===== src/pms_map.svh =====
`ifndef PMS_MAP_SVH
`define PMS_MAP_SVH

// Register bus address width and byte width
`define PMS_ADDR_W 4
`define PMS_DATA_W 8

// Register offsets on the plain register port
`define PMS_OFS_CTL 4'h0
`define PMS_OFS_STP 4'h1
`define PMS_OFS_IST 4'h2
`define PMS_OFS_IMSK 4'h3

// Field positions of the power monitor control and status register
`define PMS_CTL_WFLAG 7
`define PMS_CTL_WACK 6
`define PMS_CTL_WIRQ 5
`define PMS_CTL_RSTEN 4
`define PMS_CTL_STOPEN 3
`define PMS_CTL_DETEN 2
`define PMS_CTL_BUFEN 0

// Field positions of the stop depth and threshold control register
`define PMS_STP_LVL 5
`define PMS_STP_WLVL 4
`define PMS_STP_PFLAG 3
`define PMS_STP_PACK 2
`define PMS_STP_DEPTH 0

// Field positions of the interrupt status and mask registers
`define PMS_IRQ_WARN 0
`define PMS_IRQ_DET 1
`define PMS_IRQ_WAKE 2
`define PMS_IRQ_N 3

// Reset values of the writable fields
`define PMS_RST_WIRQ 1'b0
`define PMS_RST_RSTEN 1'b1
`define PMS_RST_STOPEN 1'b1
`define PMS_RST_DETEN 1'b1
`define PMS_RST_BUFEN 1'b0
`define PMS_RST_LVL 1'b0
`define PMS_RST_WLVL 1'b0
`define PMS_RST_DEPTH 1'b0

// Synchroniser depth for the comparator levels
`define PMS_SYNC_N 2

`endif


===== src/pms_pkg.sv =====
package pms_pkg;

    // One register byte
    typedef logic [7:0] pms_byte_t;

    // Result of decoding a register address
    typedef enum logic [2:0] {
        PMS_SEL_NONE,
        PMS_SEL_CTL,
        PMS_SEL_STP,
        PMS_SEL_IST,
        PMS_SEL_IMSK
    } pms_sel_t;

endpackage : pms_pkg


===== src/pms_sync_if.sv =====
// Comparator levels before and after the crossing into the bus clock
interface pms_sync_if;
    logic [1:0] raw;
    logic [1:0] synced;

    modport sync_side (
        input raw,
        output synced
    );

    modport user_side (
        output raw,
        input synced
    );
endinterface : pms_sync_if

===== src/pms_power_monitor.sv =====
// The strobed register port and the register addresses were decided locally.
`include "pms_map.svh"

// Summary of operation
// - Warning flag sets while supply is under warning level, even when already under it as reset lifts.
// - A warning acknowledge clears the flag only when the warning is gone.
// - Warning interrupt request is high while its enable and flag are set.
// - With reset enable and detection on, a detect event requests a reset.
// - Stop enable keeps detection on in stop when one, off when zero.
// - Detect enable switches detection and gates its reset and stop enables.
// - Bit 0 of the first register drives the reference buffer enable.
// - A write-once bit other than the detect level takes only its first write after each reset.
// - Detect level select locks on first write, unlocked by power-on only.
// - Second register bit 5 picks the detect level and the warning range.
// - Second register bit 4 picks the lower or higher warning level.
// - Read-only recovery flag sets on deep stop recovery, else reads zero.
// - Writing one to the recovery acknowledge clears the recovery flag.
// - Write-once stop depth bit selects shallow stop at zero, deep at one.
module pms_power_monitor (
    input wire logic clk_i, // Bus clock, 100 MHz
    input wire logic rst_n_i, // Any reset, async, active low
    input wire logic por_n_i, // Power-on reset only, async, active low
    input wire logic [`PMS_ADDR_W-1:0] addr_i, // Register address
    input wire logic [`PMS_DATA_W-1:0] wr_data_i, // Write data
    input wire logic wr_en_i, // Write strobe
    input wire logic rd_en_i, // Read strobe
    output logic [`PMS_DATA_W-1:0] rd_data_o, // Read data, next cycle
    input wire logic warn_cmp_i, // Supply below warning level, async
    input wire logic detect_cmp_i, // Supply below detect level, async
    input wire logic stop_mode_i, // Device is in stop mode
    input wire logic deep_stop_wake_i, // Pulse: recovered from deep stop
    output logic warn_irq_o, // Warning interrupt request
    output logic reset_req_o, // Undervolt reset request
    output logic ref_buf_en_o, // Reference buffer enable
    output logic stop_depth_sel_o, // 1 deep stop, 0 shallow stop
    output logic undervolt_level_sel_o, // Detect level and warning range
    output logic warning_level_sel_o, // Warning level within range
    output logic detect_active_o, // Detection is running now
    output logic irq_o // Summary interrupt, level
);

    // Register address decode, shared by the write and read paths
    function automatic pms_pkg::pms_sel_t pms_decode(
        input logic [`PMS_ADDR_W-1:0] addr
    );
        pms_pkg::pms_sel_t sel;
        sel = pms_pkg::PMS_SEL_NONE;
        case (addr)
            `PMS_OFS_CTL: sel = pms_pkg::PMS_SEL_CTL;
            `PMS_OFS_STP: sel = pms_pkg::PMS_SEL_STP;
            `PMS_OFS_IST: sel = pms_pkg::PMS_SEL_IST;
            `PMS_OFS_IMSK: sel = pms_pkg::PMS_SEL_IMSK;
            default: sel = pms_pkg::PMS_SEL_NONE;
        endcase
        return sel;
    endfunction : pms_decode

    pms_sync_if sif();

    logic warn_s;
    logic det_s;
    logic warn_s_q;
    logic det_s_q;
    pms_pkg::pms_sel_t sel;
    logic ctl_wr;
    logic stp_wr;
    logic ist_wr;
    logic imsk_wr;
    logic warn_ack;
    logic ppd_ack;
    logic warn_flag_q;
    logic warn_irq_en_q;
    logic reset_en_q;
    logic stop_en_q;
    logic detect_en_q;
    logic ref_buf_en_q;
    logic ctl_lock_q;
    logic warn_lvl_q;
    logic depth_q;
    logic stp_lock_q;
    logic lvl_q;
    logic lvl_lock_q;
    logic ppd_flag_q;
    logic detect_active;
    logic reset_req_q;
    logic [`PMS_IRQ_N-1:0] irq_evt;
    logic [`PMS_IRQ_N-1:0] irq_stat_q;
    logic [`PMS_IRQ_N-1:0] irq_mask_q;
    pms_pkg::pms_byte_t ctl_rd;
    pms_pkg::pms_byte_t stp_rd;
    pms_pkg::pms_byte_t rd_mux;
    pms_pkg::pms_byte_t rd_data_q;

    // Comparator levels cross into the bus clock before any use
    assign sif.raw = {detect_cmp_i, warn_cmp_i};

    pms_sync u_sync (
        .clk_i(clk_i),
        .rst_n_i(rst_n_i),
        .port(sif.sync_side)
    );

    assign warn_s = sif.synced[0];
    assign det_s = sif.synced[1];

    // Strobe qualification per register
    assign sel = pms_decode(addr_i);
    assign ctl_wr = wr_en_i && (sel == pms_pkg::PMS_SEL_CTL);
    assign stp_wr = wr_en_i && (sel == pms_pkg::PMS_SEL_STP);
    assign ist_wr = wr_en_i && (sel == pms_pkg::PMS_SEL_IST);
    assign imsk_wr = wr_en_i && (sel == pms_pkg::PMS_SEL_IMSK);
    assign warn_ack = ctl_wr && wr_data_i[`PMS_CTL_WACK];
    assign ppd_ack = stp_wr && wr_data_i[`PMS_STP_PACK];

    // Delayed synced levels for edge events
    always_ff @(posedge clk_i or negedge rst_n_i) begin
        if (!rst_n_i) begin
            warn_s_q <= 1'b0;
            det_s_q <= 1'b0;
        end else begin
            warn_s_q <= warn_s;
            det_s_q <= det_s;
        end
    end

    // Warning flag: a present condition re-sets it every cycle, so an
    // acknowledge only sticks once the supply has recovered
    always_ff @(posedge clk_i or negedge rst_n_i) begin
        if (!rst_n_i) begin
            warn_flag_q <= 1'b0;
        end else begin
            warn_flag_q <= warn_s || (warn_flag_q && !warn_ack);
        end
    end

    // Plain read/write control bits of the first register
    always_ff @(posedge clk_i or negedge rst_n_i) begin
        if (!rst_n_i) begin
            warn_irq_en_q <= `PMS_RST_WIRQ;
            stop_en_q <= `PMS_RST_STOPEN;
            ref_buf_en_q <= `PMS_RST_BUFEN;
        end else if (ctl_wr) begin
            warn_irq_en_q <= wr_data_i[`PMS_CTL_WIRQ];
            stop_en_q <= wr_data_i[`PMS_CTL_STOPEN];
            ref_buf_en_q <= wr_data_i[`PMS_CTL_BUFEN];
        end
    end

    // Write-once bits of the first register; any write locks them
    always_ff @(posedge clk_i or negedge rst_n_i) begin
        if (!rst_n_i) begin
            reset_en_q <= `PMS_RST_RSTEN;
            detect_en_q <= `PMS_RST_DETEN;
            ctl_lock_q <= 1'b0;
        end else if (ctl_wr && !ctl_lock_q) begin
            reset_en_q <= wr_data_i[`PMS_CTL_RSTEN];
            detect_en_q <= wr_data_i[`PMS_CTL_DETEN];
            ctl_lock_q <= 1'b1;
        end
    end

    // Warning level select is plain read/write
    always_ff @(posedge clk_i or negedge rst_n_i) begin
        if (!rst_n_i) begin
            warn_lvl_q <= `PMS_RST_WLVL;
        end else if (stp_wr) begin
            warn_lvl_q <= wr_data_i[`PMS_STP_WLVL];
        end
    end

    // Stop depth is write-once per reset
    always_ff @(posedge clk_i or negedge rst_n_i) begin
        if (!rst_n_i) begin
            depth_q <= `PMS_RST_DEPTH;
            stp_lock_q <= 1'b0;
        end else if (stp_wr && !stp_lock_q) begin
            depth_q <= wr_data_i[`PMS_STP_DEPTH];
            stp_lock_q <= 1'b1;
        end
    end

    // Detect level select survives warm resets; only power-on clears the
    // value and its lock, so a warm reset cannot lower the trip point
    always_ff @(posedge clk_i or negedge por_n_i) begin
        if (!por_n_i) begin
            lvl_q <= `PMS_RST_LVL;
            lvl_lock_q <= 1'b0;
        end else if (stp_wr && !lvl_lock_q) begin
            lvl_q <= wr_data_i[`PMS_STP_LVL];
            lvl_lock_q <= 1'b1;
        end
    end

    // Recovery flag: a wake pulse beats an acknowledge in the same cycle
    always_ff @(posedge clk_i or negedge rst_n_i) begin
        if (!rst_n_i) begin
            ppd_flag_q <= 1'b0;
        end else begin
            ppd_flag_q <= deep_stop_wake_i
                || (ppd_flag_q && !ppd_ack);
        end
    end

    // Detection runs when enabled, and in stop only with stop enable
    assign detect_active = detect_en_q && (!stop_mode_i || stop_en_q);

    // Reset request is registered so a comparator glitch past the
    // synchroniser cannot make a runt pulse
    always_ff @(posedge clk_i or negedge rst_n_i) begin
        if (!rst_n_i) begin
            reset_req_q <= 1'b0;
        end else begin
            reset_req_q <= det_s && detect_active && reset_en_q;
        end
    end

    // Sticky event bits; a new event wins over a write-one clear
    assign irq_evt[`PMS_IRQ_WARN] = warn_s && !warn_s_q;
    assign irq_evt[`PMS_IRQ_DET] = det_s && !det_s_q && detect_active;
    assign irq_evt[`PMS_IRQ_WAKE] = deep_stop_wake_i;

    always_ff @(posedge clk_i or negedge rst_n_i) begin
        if (!rst_n_i) begin
            irq_stat_q <= 3'h0;
        end else if (ist_wr) begin
            irq_stat_q <= (irq_stat_q & ~wr_data_i[`PMS_IRQ_N-1:0]) | irq_evt;
        end else begin
            irq_stat_q <= irq_stat_q | irq_evt;
        end
    end

    // Interrupt mask, one bit per event
    always_ff @(posedge clk_i or negedge rst_n_i) begin
        if (!rst_n_i) begin
            irq_mask_q <= 3'h0;
        end else if (imsk_wr) begin
            irq_mask_q <= wr_data_i[`PMS_IRQ_N-1:0];
        end
    end

    // Read images; acknowledge bits and reserved bits read as zero
    always_comb begin
        ctl_rd = 8'h00;
        ctl_rd[`PMS_CTL_WFLAG] = warn_flag_q;
        ctl_rd[`PMS_CTL_WIRQ] = warn_irq_en_q;
        ctl_rd[`PMS_CTL_RSTEN] = reset_en_q;
        ctl_rd[`PMS_CTL_STOPEN] = stop_en_q;
        ctl_rd[`PMS_CTL_DETEN] = detect_en_q;
        ctl_rd[`PMS_CTL_BUFEN] = ref_buf_en_q;
        stp_rd = 8'h00;
        stp_rd[`PMS_STP_LVL] = lvl_q;
        stp_rd[`PMS_STP_WLVL] = warn_lvl_q;
        stp_rd[`PMS_STP_PFLAG] = ppd_flag_q;
        stp_rd[`PMS_STP_DEPTH] = depth_q;
    end

    // Read mux; an unmapped address reads zero
    always_comb begin
        rd_mux = 8'h00;
        case (sel)
            pms_pkg::PMS_SEL_CTL: rd_mux = ctl_rd;
            pms_pkg::PMS_SEL_STP: rd_mux = stp_rd;
            pms_pkg::PMS_SEL_IST: rd_mux = {5'h00, irq_stat_q};
            pms_pkg::PMS_SEL_IMSK: rd_mux = {5'h00, irq_mask_q};
            default: rd_mux = 8'h00;
        endcase
    end

    // Read data stand for one cycle only, zero otherwise
    always_ff @(posedge clk_i or negedge rst_n_i) begin
        if (!rst_n_i) begin
            rd_data_q <= 8'h00;
        end else if (rd_en_i) begin
            rd_data_q <= rd_mux;
        end else begin
            rd_data_q <= 8'h00;
        end
    end

    // Outputs
    assign rd_data_o = rd_data_q;
    assign warn_irq_o = warn_irq_en_q && warn_flag_q;
    assign reset_req_o = reset_req_q;
    assign ref_buf_en_o = ref_buf_en_q;
    assign stop_depth_sel_o = depth_q;
    assign undervolt_level_sel_o = lvl_q;
    assign warning_level_sel_o = warn_lvl_q;
    assign detect_active_o = detect_active;
    assign irq_o = |(irq_stat_q & irq_mask_q);

    // Checks on the flag, request and register behaviour
    a_sync_to_flag: assert property (
        @(posedge clk_i) disable iff (!rst_n_i)
        warn_cmp_i [*3] |=> warn_flag_q
    ) else $error("warning level did not reach flag in three cycles");

    a_warn_sets: assert property (
        @(posedge clk_i) disable iff (!rst_n_i)
        warn_s |=> warn_flag_q
    ) else $error("warning flag not set by present warning");

    a_warn_ack_held: assert property (
        @(posedge clk_i) disable iff (!rst_n_i)
        (warn_ack && warn_s) |=> warn_flag_q
    ) else $error("warning flag cleared while warning present");

    a_warn_ack_clear: assert property (
        @(posedge clk_i) disable iff (!rst_n_i)
        (warn_ack && !warn_s) |=> !warn_flag_q
    ) else $error("warning acknowledge did not clear the flag");

    a_warn_irq_on: assert property (
        @(posedge clk_i) disable iff (!rst_n_i)
        (warn_s && warn_irq_en_q && !ctl_wr) |=> warn_irq_o
    ) else $error("warning interrupt missing");

    a_reset_request: assert property (
        @(posedge clk_i) disable iff (!rst_n_i)
        (det_s && detect_en_q && reset_en_q && !stop_mode_i)
            |=> reset_req_o
    ) else $error("detect event did not request reset");

    a_reset_gated: assert property (
        @(posedge clk_i) disable iff (!rst_n_i)
        (!reset_en_q || !detect_en_q) |=> !reset_req_o
    ) else $error("reset requested while disabled");

    a_stop_gated: assert property (
        @(posedge clk_i) disable iff (!rst_n_i)
        (stop_mode_i && !stop_en_q) |=> !reset_req_o
    ) else $error("detection ran in stop without stop enable");

    a_bufen_follow: assert property (
        @(posedge clk_i) disable iff (!rst_n_i)
        ctl_wr |=> ref_buf_en_o == $past(wr_data_i[`PMS_CTL_BUFEN])
    ) else $error("reference buffer enable did not follow write");

    a_once_locked: assert property (
        @(posedge clk_i) disable iff (!rst_n_i)
        (ctl_lock_q && ctl_wr) |=>
            $stable(reset_en_q) && $stable(detect_en_q)
    ) else $error("write-once bit changed after lock");

    a_level_locked: assert property (
        @(posedge clk_i) disable iff (!por_n_i)
        (lvl_lock_q && stp_wr) |=> $stable(undervolt_level_sel_o)
    ) else $error("detect level changed after lock");

    a_ppd_sets: assert property (
        @(posedge clk_i) disable iff (!rst_n_i)
        deep_stop_wake_i |=> ppd_flag_q
    ) else $error("recovery flag not set by wake");

    a_ppd_clears: assert property (
        @(posedge clk_i) disable iff (!rst_n_i)
        (ppd_ack && !deep_stop_wake_i) |=> !ppd_flag_q
    ) else $error("recovery acknowledge did not clear flag");

    a_read_once: assert property (
        @(posedge clk_i) disable iff (!rst_n_i)
        !rd_en_i |=> rd_data_o == 8'h00
    ) else $error("read data present without a read");

endmodule : pms_power_monitor


===== src/pms_sync.sv =====
`include "pms_map.svh"

module pms_sync (
    input wire logic clk_i, // Bus clock
    input wire logic rst_n_i, // Asynchronous reset, active low
    pms_sync_if.sync_side port // Raw levels in, synced levels out
);

    logic [1:0] meta_q;
    logic [1:0] sync_q;

    // Two flops; the first is read by the second only, so a metastable
    // level never reaches the flag logic
    always_ff @(posedge clk_i or negedge rst_n_i) begin
        if (!rst_n_i) begin
            meta_q <= 2'h0;
            sync_q <= 2'h0;
        end else begin
            meta_q <= port.raw;
            sync_q <= meta_q;
        end
    end

    assign port.synced = sync_q;

endmodule : pms_sync


===== config.mk =====
export PLATFORM = sky130hd
export DESIGN_NAME = pms_power_monitor
export DESIGN_NICKNAME = d
export VERILOG_FILES = /design/src/pms_pkg.sv /design/src/pms_sync_if.sv /design/src/pms_power_monitor.sv /design/src/pms_sync.sv
export VERILOG_INCLUDE_DIRS = /design/src
export SDC_FILE = /design/constraint.sdc
export NUM_CORES = 1
export LEC_CHECK = 0
export BUFFER_PORTS_ARGS = -buffer_cell sky130_fd_sc_hd__buf_2
export CORE_AREA = 2 2 81 44
export DETAILED_ROUTE_END_ITERATION = 10
export DIE_AREA = 0 0 83 46
export GPL_ROUTABILITY_DRIVEN = 0
export GPL_TIMING_DRIVEN = 0
export HOLD_SLACK_MARGIN = 0.03
export PLACE_DENSITY_LB_ADDON = 0.15
export SLEW_MARGIN = 40
export SYNTH_ARGS = -nofsm -noshare
export SYNTH_HDL_FRONTEND = slang
export SYNTH_SLANG_ARGS = --single-unit

===== constraint.sdc =====
create_clock -name clk_i -period 1.25 [get_ports clk_i]
set_clock_uncertainty 0.1 [all_clocks]
set_input_delay 0.3125 -clock clk_i [delete_from_list [all_inputs] [get_ports clk_i]]
set_output_delay 0.3125 -clock clk_i [all_outputs]
set_load 0.05 [all_outputs]

## Word-level counts from Yosys, hierarchy flattened

Cells that the tools add are included.

- Register bits after elaboration: 34
- Latch bits: 0
- Bits in writable memories: 0
- Memory bits (read-only): 0
- Input bits: 21
- Output and inout port bits: 16
- Logic and storage cells: 68
- Memories: 0

- $add $sub $neg: 0
- $mul: 0
- Divide/modulo/power cells: 0
- Magnitude comparators: 0
- Equal/unequal tests: 7
- Shifts and indexed selects: 0
- Multiplexer cells: 4
- Bitwise operators: 5
- Reduce and logical (&&, ||, !) cells: 31

Operator list:

| operator | number |
|---|---|
| $pmux 8 s4 | 1 |
| $logic_and 1x1->1 | 18 |
| $pmux 3 s4 | 1 |
| $eq 4x2->1 const B | 2 |
| $logic_not 1->1 | 8 |
| $mux 8 | 1 |
| $and 3x3->3 | 2 |
| $eq 3x2->1 const B | 2 |
| $or 3x3->3 | 2 |
| $eq 4x1->1 const B | 1 |
| $logic_not 4->1 | 1 |
| $eq 3x1->1 const B | 1 |
| $eq 3x3->1 const B | 1 |
| $logic_or 1x1->1 | 3 |
| $mux 3 | 1 |
| $not 3->3 | 1 |
| $reduce_or 3->1 | 1 |

## Depth between registers and ports, before layout

- Word-level depth: 8
- Depth in mapped cells: 5
- Mapped depth without buffers: 3

## By module

From an unflattened synthesis, not the netlist that was laid out.

- Cells, all modules: 100
- Area, all modules: 1,322.5 µm²

Modules (own cells, without submodules):

| module | instances | cells an instance | area each (µm²) | sequential area each (µm²) |
|---|---|---|---|---|
| pms_power_monitor | 1 | 96 | 1,222.4 | 729.4 |
| pms_sync | 1 | 4 | 100.1 | 100.1 |

## Worst setup path after synthesis

No wires, ideal clock.

- Path type: input to register
- Start: input port addr_i[1]
- End: register ref_buf_en_q, in the netlist ref_buf_en_o
- Library setup time: 127 ps
- Data arrival time: 1,298 ps
- Data required time: 1,023 ps
- Slack: -276 ps
- Stages on the path: 4
- Path buffers: 1
- Path through: buf_6 nor4b_4 and2b_2 mux2_1

- Word-level cells in the longest chain between the ends: 4
- Elaborated cells between the ends (all ways): 7
- Those cells by class: 4 x eq/ne; 1 x mux; 2 x reduce/logical

RTL lines:

| what | RTL line | text |
|---|---|---|
| start, declared | pms_power_monitor.sv:23 | `` input wire logic [`PMS_ADDR_W-1:0] addr_i, `` |
| $eq 4x2->1, or another cell as far along | pms_power_monitor.sv:48 | `case (addr)` |
| $pmux 3 s4 (*) | pms_power_monitor.sv:48 |  |
| $eq 3x1->1 (*) | pms_power_monitor.sv:108 | `assign ctl_wr = wr_en_i && (sel == pms_pkg::PMS_SEL_CTL);` |
| $logic_and 1x1->1 (*) | pms_power_monitor.sv:108 |  |
| end signal, assigned | pms_power_monitor.sv:141 | `` ref_buf_en_q <= `PMS_RST_BUFEN; `` |
| end signal, assigned | pms_power_monitor.sv:145 | `` ref_buf_en_q <= wr_data_i[`PMS_CTL_BUFEN]; `` |
| end, declared | pms_power_monitor.sv:76 | `logic ref_buf_en_q;` |

Every way passes the cells marked *; elsewhere a longest branch is shown, timed or not.
A chain may end at the register's enable or synchronous reset.

## Worst setup path after layout

- Start: register irq_mask_q[1]
- End: output port irq_o

- Word-level cells in the longest chain between the ends: 2

RTL lines:

| what | RTL line | text |
|---|---|---|
| start, declared | pms_power_monitor.sv:88 | `` logic [`PMS_IRQ_N-1:0] irq_mask_q; `` |
| start signal, assigned | pms_power_monitor.sv:237 | `` irq_mask_q <= wr_data_i[`PMS_IRQ_N-1:0]; `` |
| $and 3x3->3 | pms_power_monitor.sv:289 | `assign irq_o = \|(irq_stat_q & irq_mask_q);` |
| $reduce_or 3->1 | pms_power_monitor.sv:289 |  |
| end, declared | pms_power_monitor.sv:39 | `output logic irq_o` |

No other way between the ends.

==> out/metrics.csv <==
metric;value;unit
sequential share of power;40.6;%
initial core utilization;41.7;%
Critical Path Max Stage Delay;0.42;ns
Vias/cell;4.79;
Critical Path AT;1.32;ns
Fmax achieved;578;MHz
power share of the clock group;31.9;%
pre-CTS setup slack;-0.420;ns
Yosys warnings;0;
Yosys reg bits;33;
Net Sw Frac;29.1;%
IO Count;37;
fin nets;179;
worst-skew pair later-pin latency;0.29;ns
Setup WS post-layout;-0.479;ns
Switch Pwr;0.000954;W
launch point of the worst path;irq_mask_q[1];
GRT overflow;0;
most common cell after layout, fill and taps aside;dfrtp_1;
CTS tree;yes;
Clock Path Buffers;2;
Max VDD drop;0.000865;V
class of the worst hold path;in2reg;
Cell Rows;15;
minimum clock period;1.73;ns
gr usage total;18.3;%
CTS Root Cell;clkbuf_8;
final hold vios;0;
drt total wl;2.99;mm
Wirelength per Cell;14.9;um
critical path startpoint category;flip-flop;
top_reg_cell synth;dfrtp_1;
Setup Crit Path Kind;reg2out;
RSZ-0062 raised after global routing;true;
first-pass GRT wire length;4.98;mm
critical path's slowest cell;a222oi_1;
max_cap viols;0;
Pre-antenna DRT Iters;4;
CTS Buf Count;5;
crit-path leading delay family;compound AO/OA/AOI/OAI gates;
Synth Cell Area;1340;sq um
Mean Syn Cell Area;13.8;sq um
worst r2r src;irq_stat_q[0];
Tcrit/Tclk final;138;%
Fin Hold WS;0.105;ns
reg-to-reg slack, setup;-0.21;ns
clock slew at reported path FFs;0.07;ns
number of global-route vias before repair;1011;
syn_nets;118;
buffers and inverters on the worst path;2;
hold path startpoint;wr_data_i[6];
die width;83;um
Synth-to-Final Area Change;49.3;%
diode count;0;
failing checks;setup timing;
sequential fraction of the synthesis area;62.0;%
Cell Int Power;0.00233;W
Critical Path End Type;primary output;
Setup violations, final;9;
die area;3820;sq um
CP required;0.84;ns
commonest non-fill, non-tap cells in the layout;dfrtp_1, buf_4, buf_6, buf_2, mux2_2;
layout cells sized above 1;54.7;%
post-layout util;62.3;%
initial antenna violation count;0;
Leakage;0.954;nW
core area;3210;sq um
status;finished with violations;
post-DP HPWL;1.97;mm
CP cell instances;a222oi_1 > inv_2 > buf_6;
Async SR Flop Fraction;100;%
Detailed Route Iter0 Violations;62;
synthesized instance count;97;
H-tree lvl count;2;
CTS sink cnt;33;
CP max FO;2;
PortBufs;32;
logic gate share of total power;27.5;%
Post-synth EDFFs;0;
Die H;46;um
antenna-violating nets left;0;
pwr/cell area;1640;nW/um^2
post-synth cell types;36;
max-slew violations;0;
DRC viols;0;
via count;963;
largest net degree at the start of global routing;32;
-- power groups by stage --
stage                     registers (W)  logic, W  clock network (W)
after floorplan                 0.00146  0.000352                  0
after CTS                       0.00133  0.000885            0.00107
final                           0.00133  0.000901            0.00105
after global routing            0.00135  0.000960            0.00112
after detailed placement        0.00135  0.000656                  0
after global placement          0.00134  0.000642                  0
-- synthesized netlist by cell type, drive strengths merged (2+ instances only) --
library cell	n	share of area, %
nand3	2	0.75
mux2	12	10
or2b	2	1.1
nand2	2	0.56
mux2i	4	3.0
nand3b	3	1.7
nand2b	2	0.93
nand4	2	0.93
and2	2	0.93
dfstp	3	5.9
inv	3	0.84
buf	3	1.8
dfrtp	30	56
nor2	6	1.7
o22a	2	1.3
and3	3	1.4
-- layout make-up --
type,instances,area (sq um)
multi-input cells,57,504
clock inverters,1,30.0
fillers,271,1210
flip-flops and latches,33,830
repair buffers,54,445
inverters,3,11.3
plain buffers,4,40.0
clock buffers,7,86.3
well taps,42,52.6
-- per-stage QoR --
step                area [sq um]  std cells  power (W)  TNS, ns
floorplan                   1370         97    0.00181    -1.14
global placement            1580        171    0.00198    -4.63
detailed placement          1580        171    0.00201    -4.91
CTS                         1960        199    0.00328    -1.25
global route                2000        201    0.00343    -1.83
finish                      2000        201    0.00328    -1.32
-- layer usage --
metal / part of all wire, % / global-route usage, %
met1: 49 / 24.1
met3: 4.6 / 7.97
met2: 45 / 27.9
met5: 0 / 0
met4: 1.1 / 5.90
-- cell families (layout without fill, tap and decap cells) --
group | Yosys count | after routing | share of synthesized area (%)
muxes | 17 | 17 | 15.0
DFF | 33 | 33 | 62.0
and+or+nand+nor | 31 | 31 | 15.2
other | 1 | 1 | 0.280
AOI/OAI and AO/OA | 8 | 8 | 4.58
buffers and inverters | 7 | 69 | 2.90
-- final timing paths --
path | cells after the start | end
worst max-delay path | 3 | irq_o
worst min-delay path | 2 | warn_flag_q
worst max register to register | 4 | rd_data_o[0]
worst min register to register | 0 | u_sync.port.synced[0]
max in group asynchronous | 2 | detect_en_q
min in group asynchronous | 2 | lvl_lock_q
-- sequential cells by signal (all words and copies together), names as in the netlist --
signal,flops
stop_en_q,1
rd_data_o,7
reset_en_q,1
reset_req_o,1
warn_irq_en_q,1
warn_s_q,1
warning_level_sel_o,1
det_s_q,1
stp_lock_q,1
irq_stat_q,3
warn_flag_q,1
ctl_lock_q,1
detect_en_q,1
stop_depth_sel_o,1
ref_buf_en_o,1
u_sync.port.synced,2
irq_mask_q,3
ppd_flag_q,1
undervolt_level_sel_o,1
lvl_lock_q,1
u_sync.meta_q,2
-- worst register-to-register path, delay by kind of cell, from the launching register on --
family        cells  cell delay [ns]
buf+inv           2             0.26
mux               1             0.44
flops             1             0.41
simple gates      1             0.15
-- what timing repair did --
item / 4_1_cts / 5_1_grt
hold buffers: 4 / 0
setup endpoints to repair: 20 / 46
pin swaps: 3 / 2
endpoints found under the hold margin: 32 / 0
resized for setup: 34 / 6
setup buffers: 16 / 2
(Power assumes the default switching activity.)
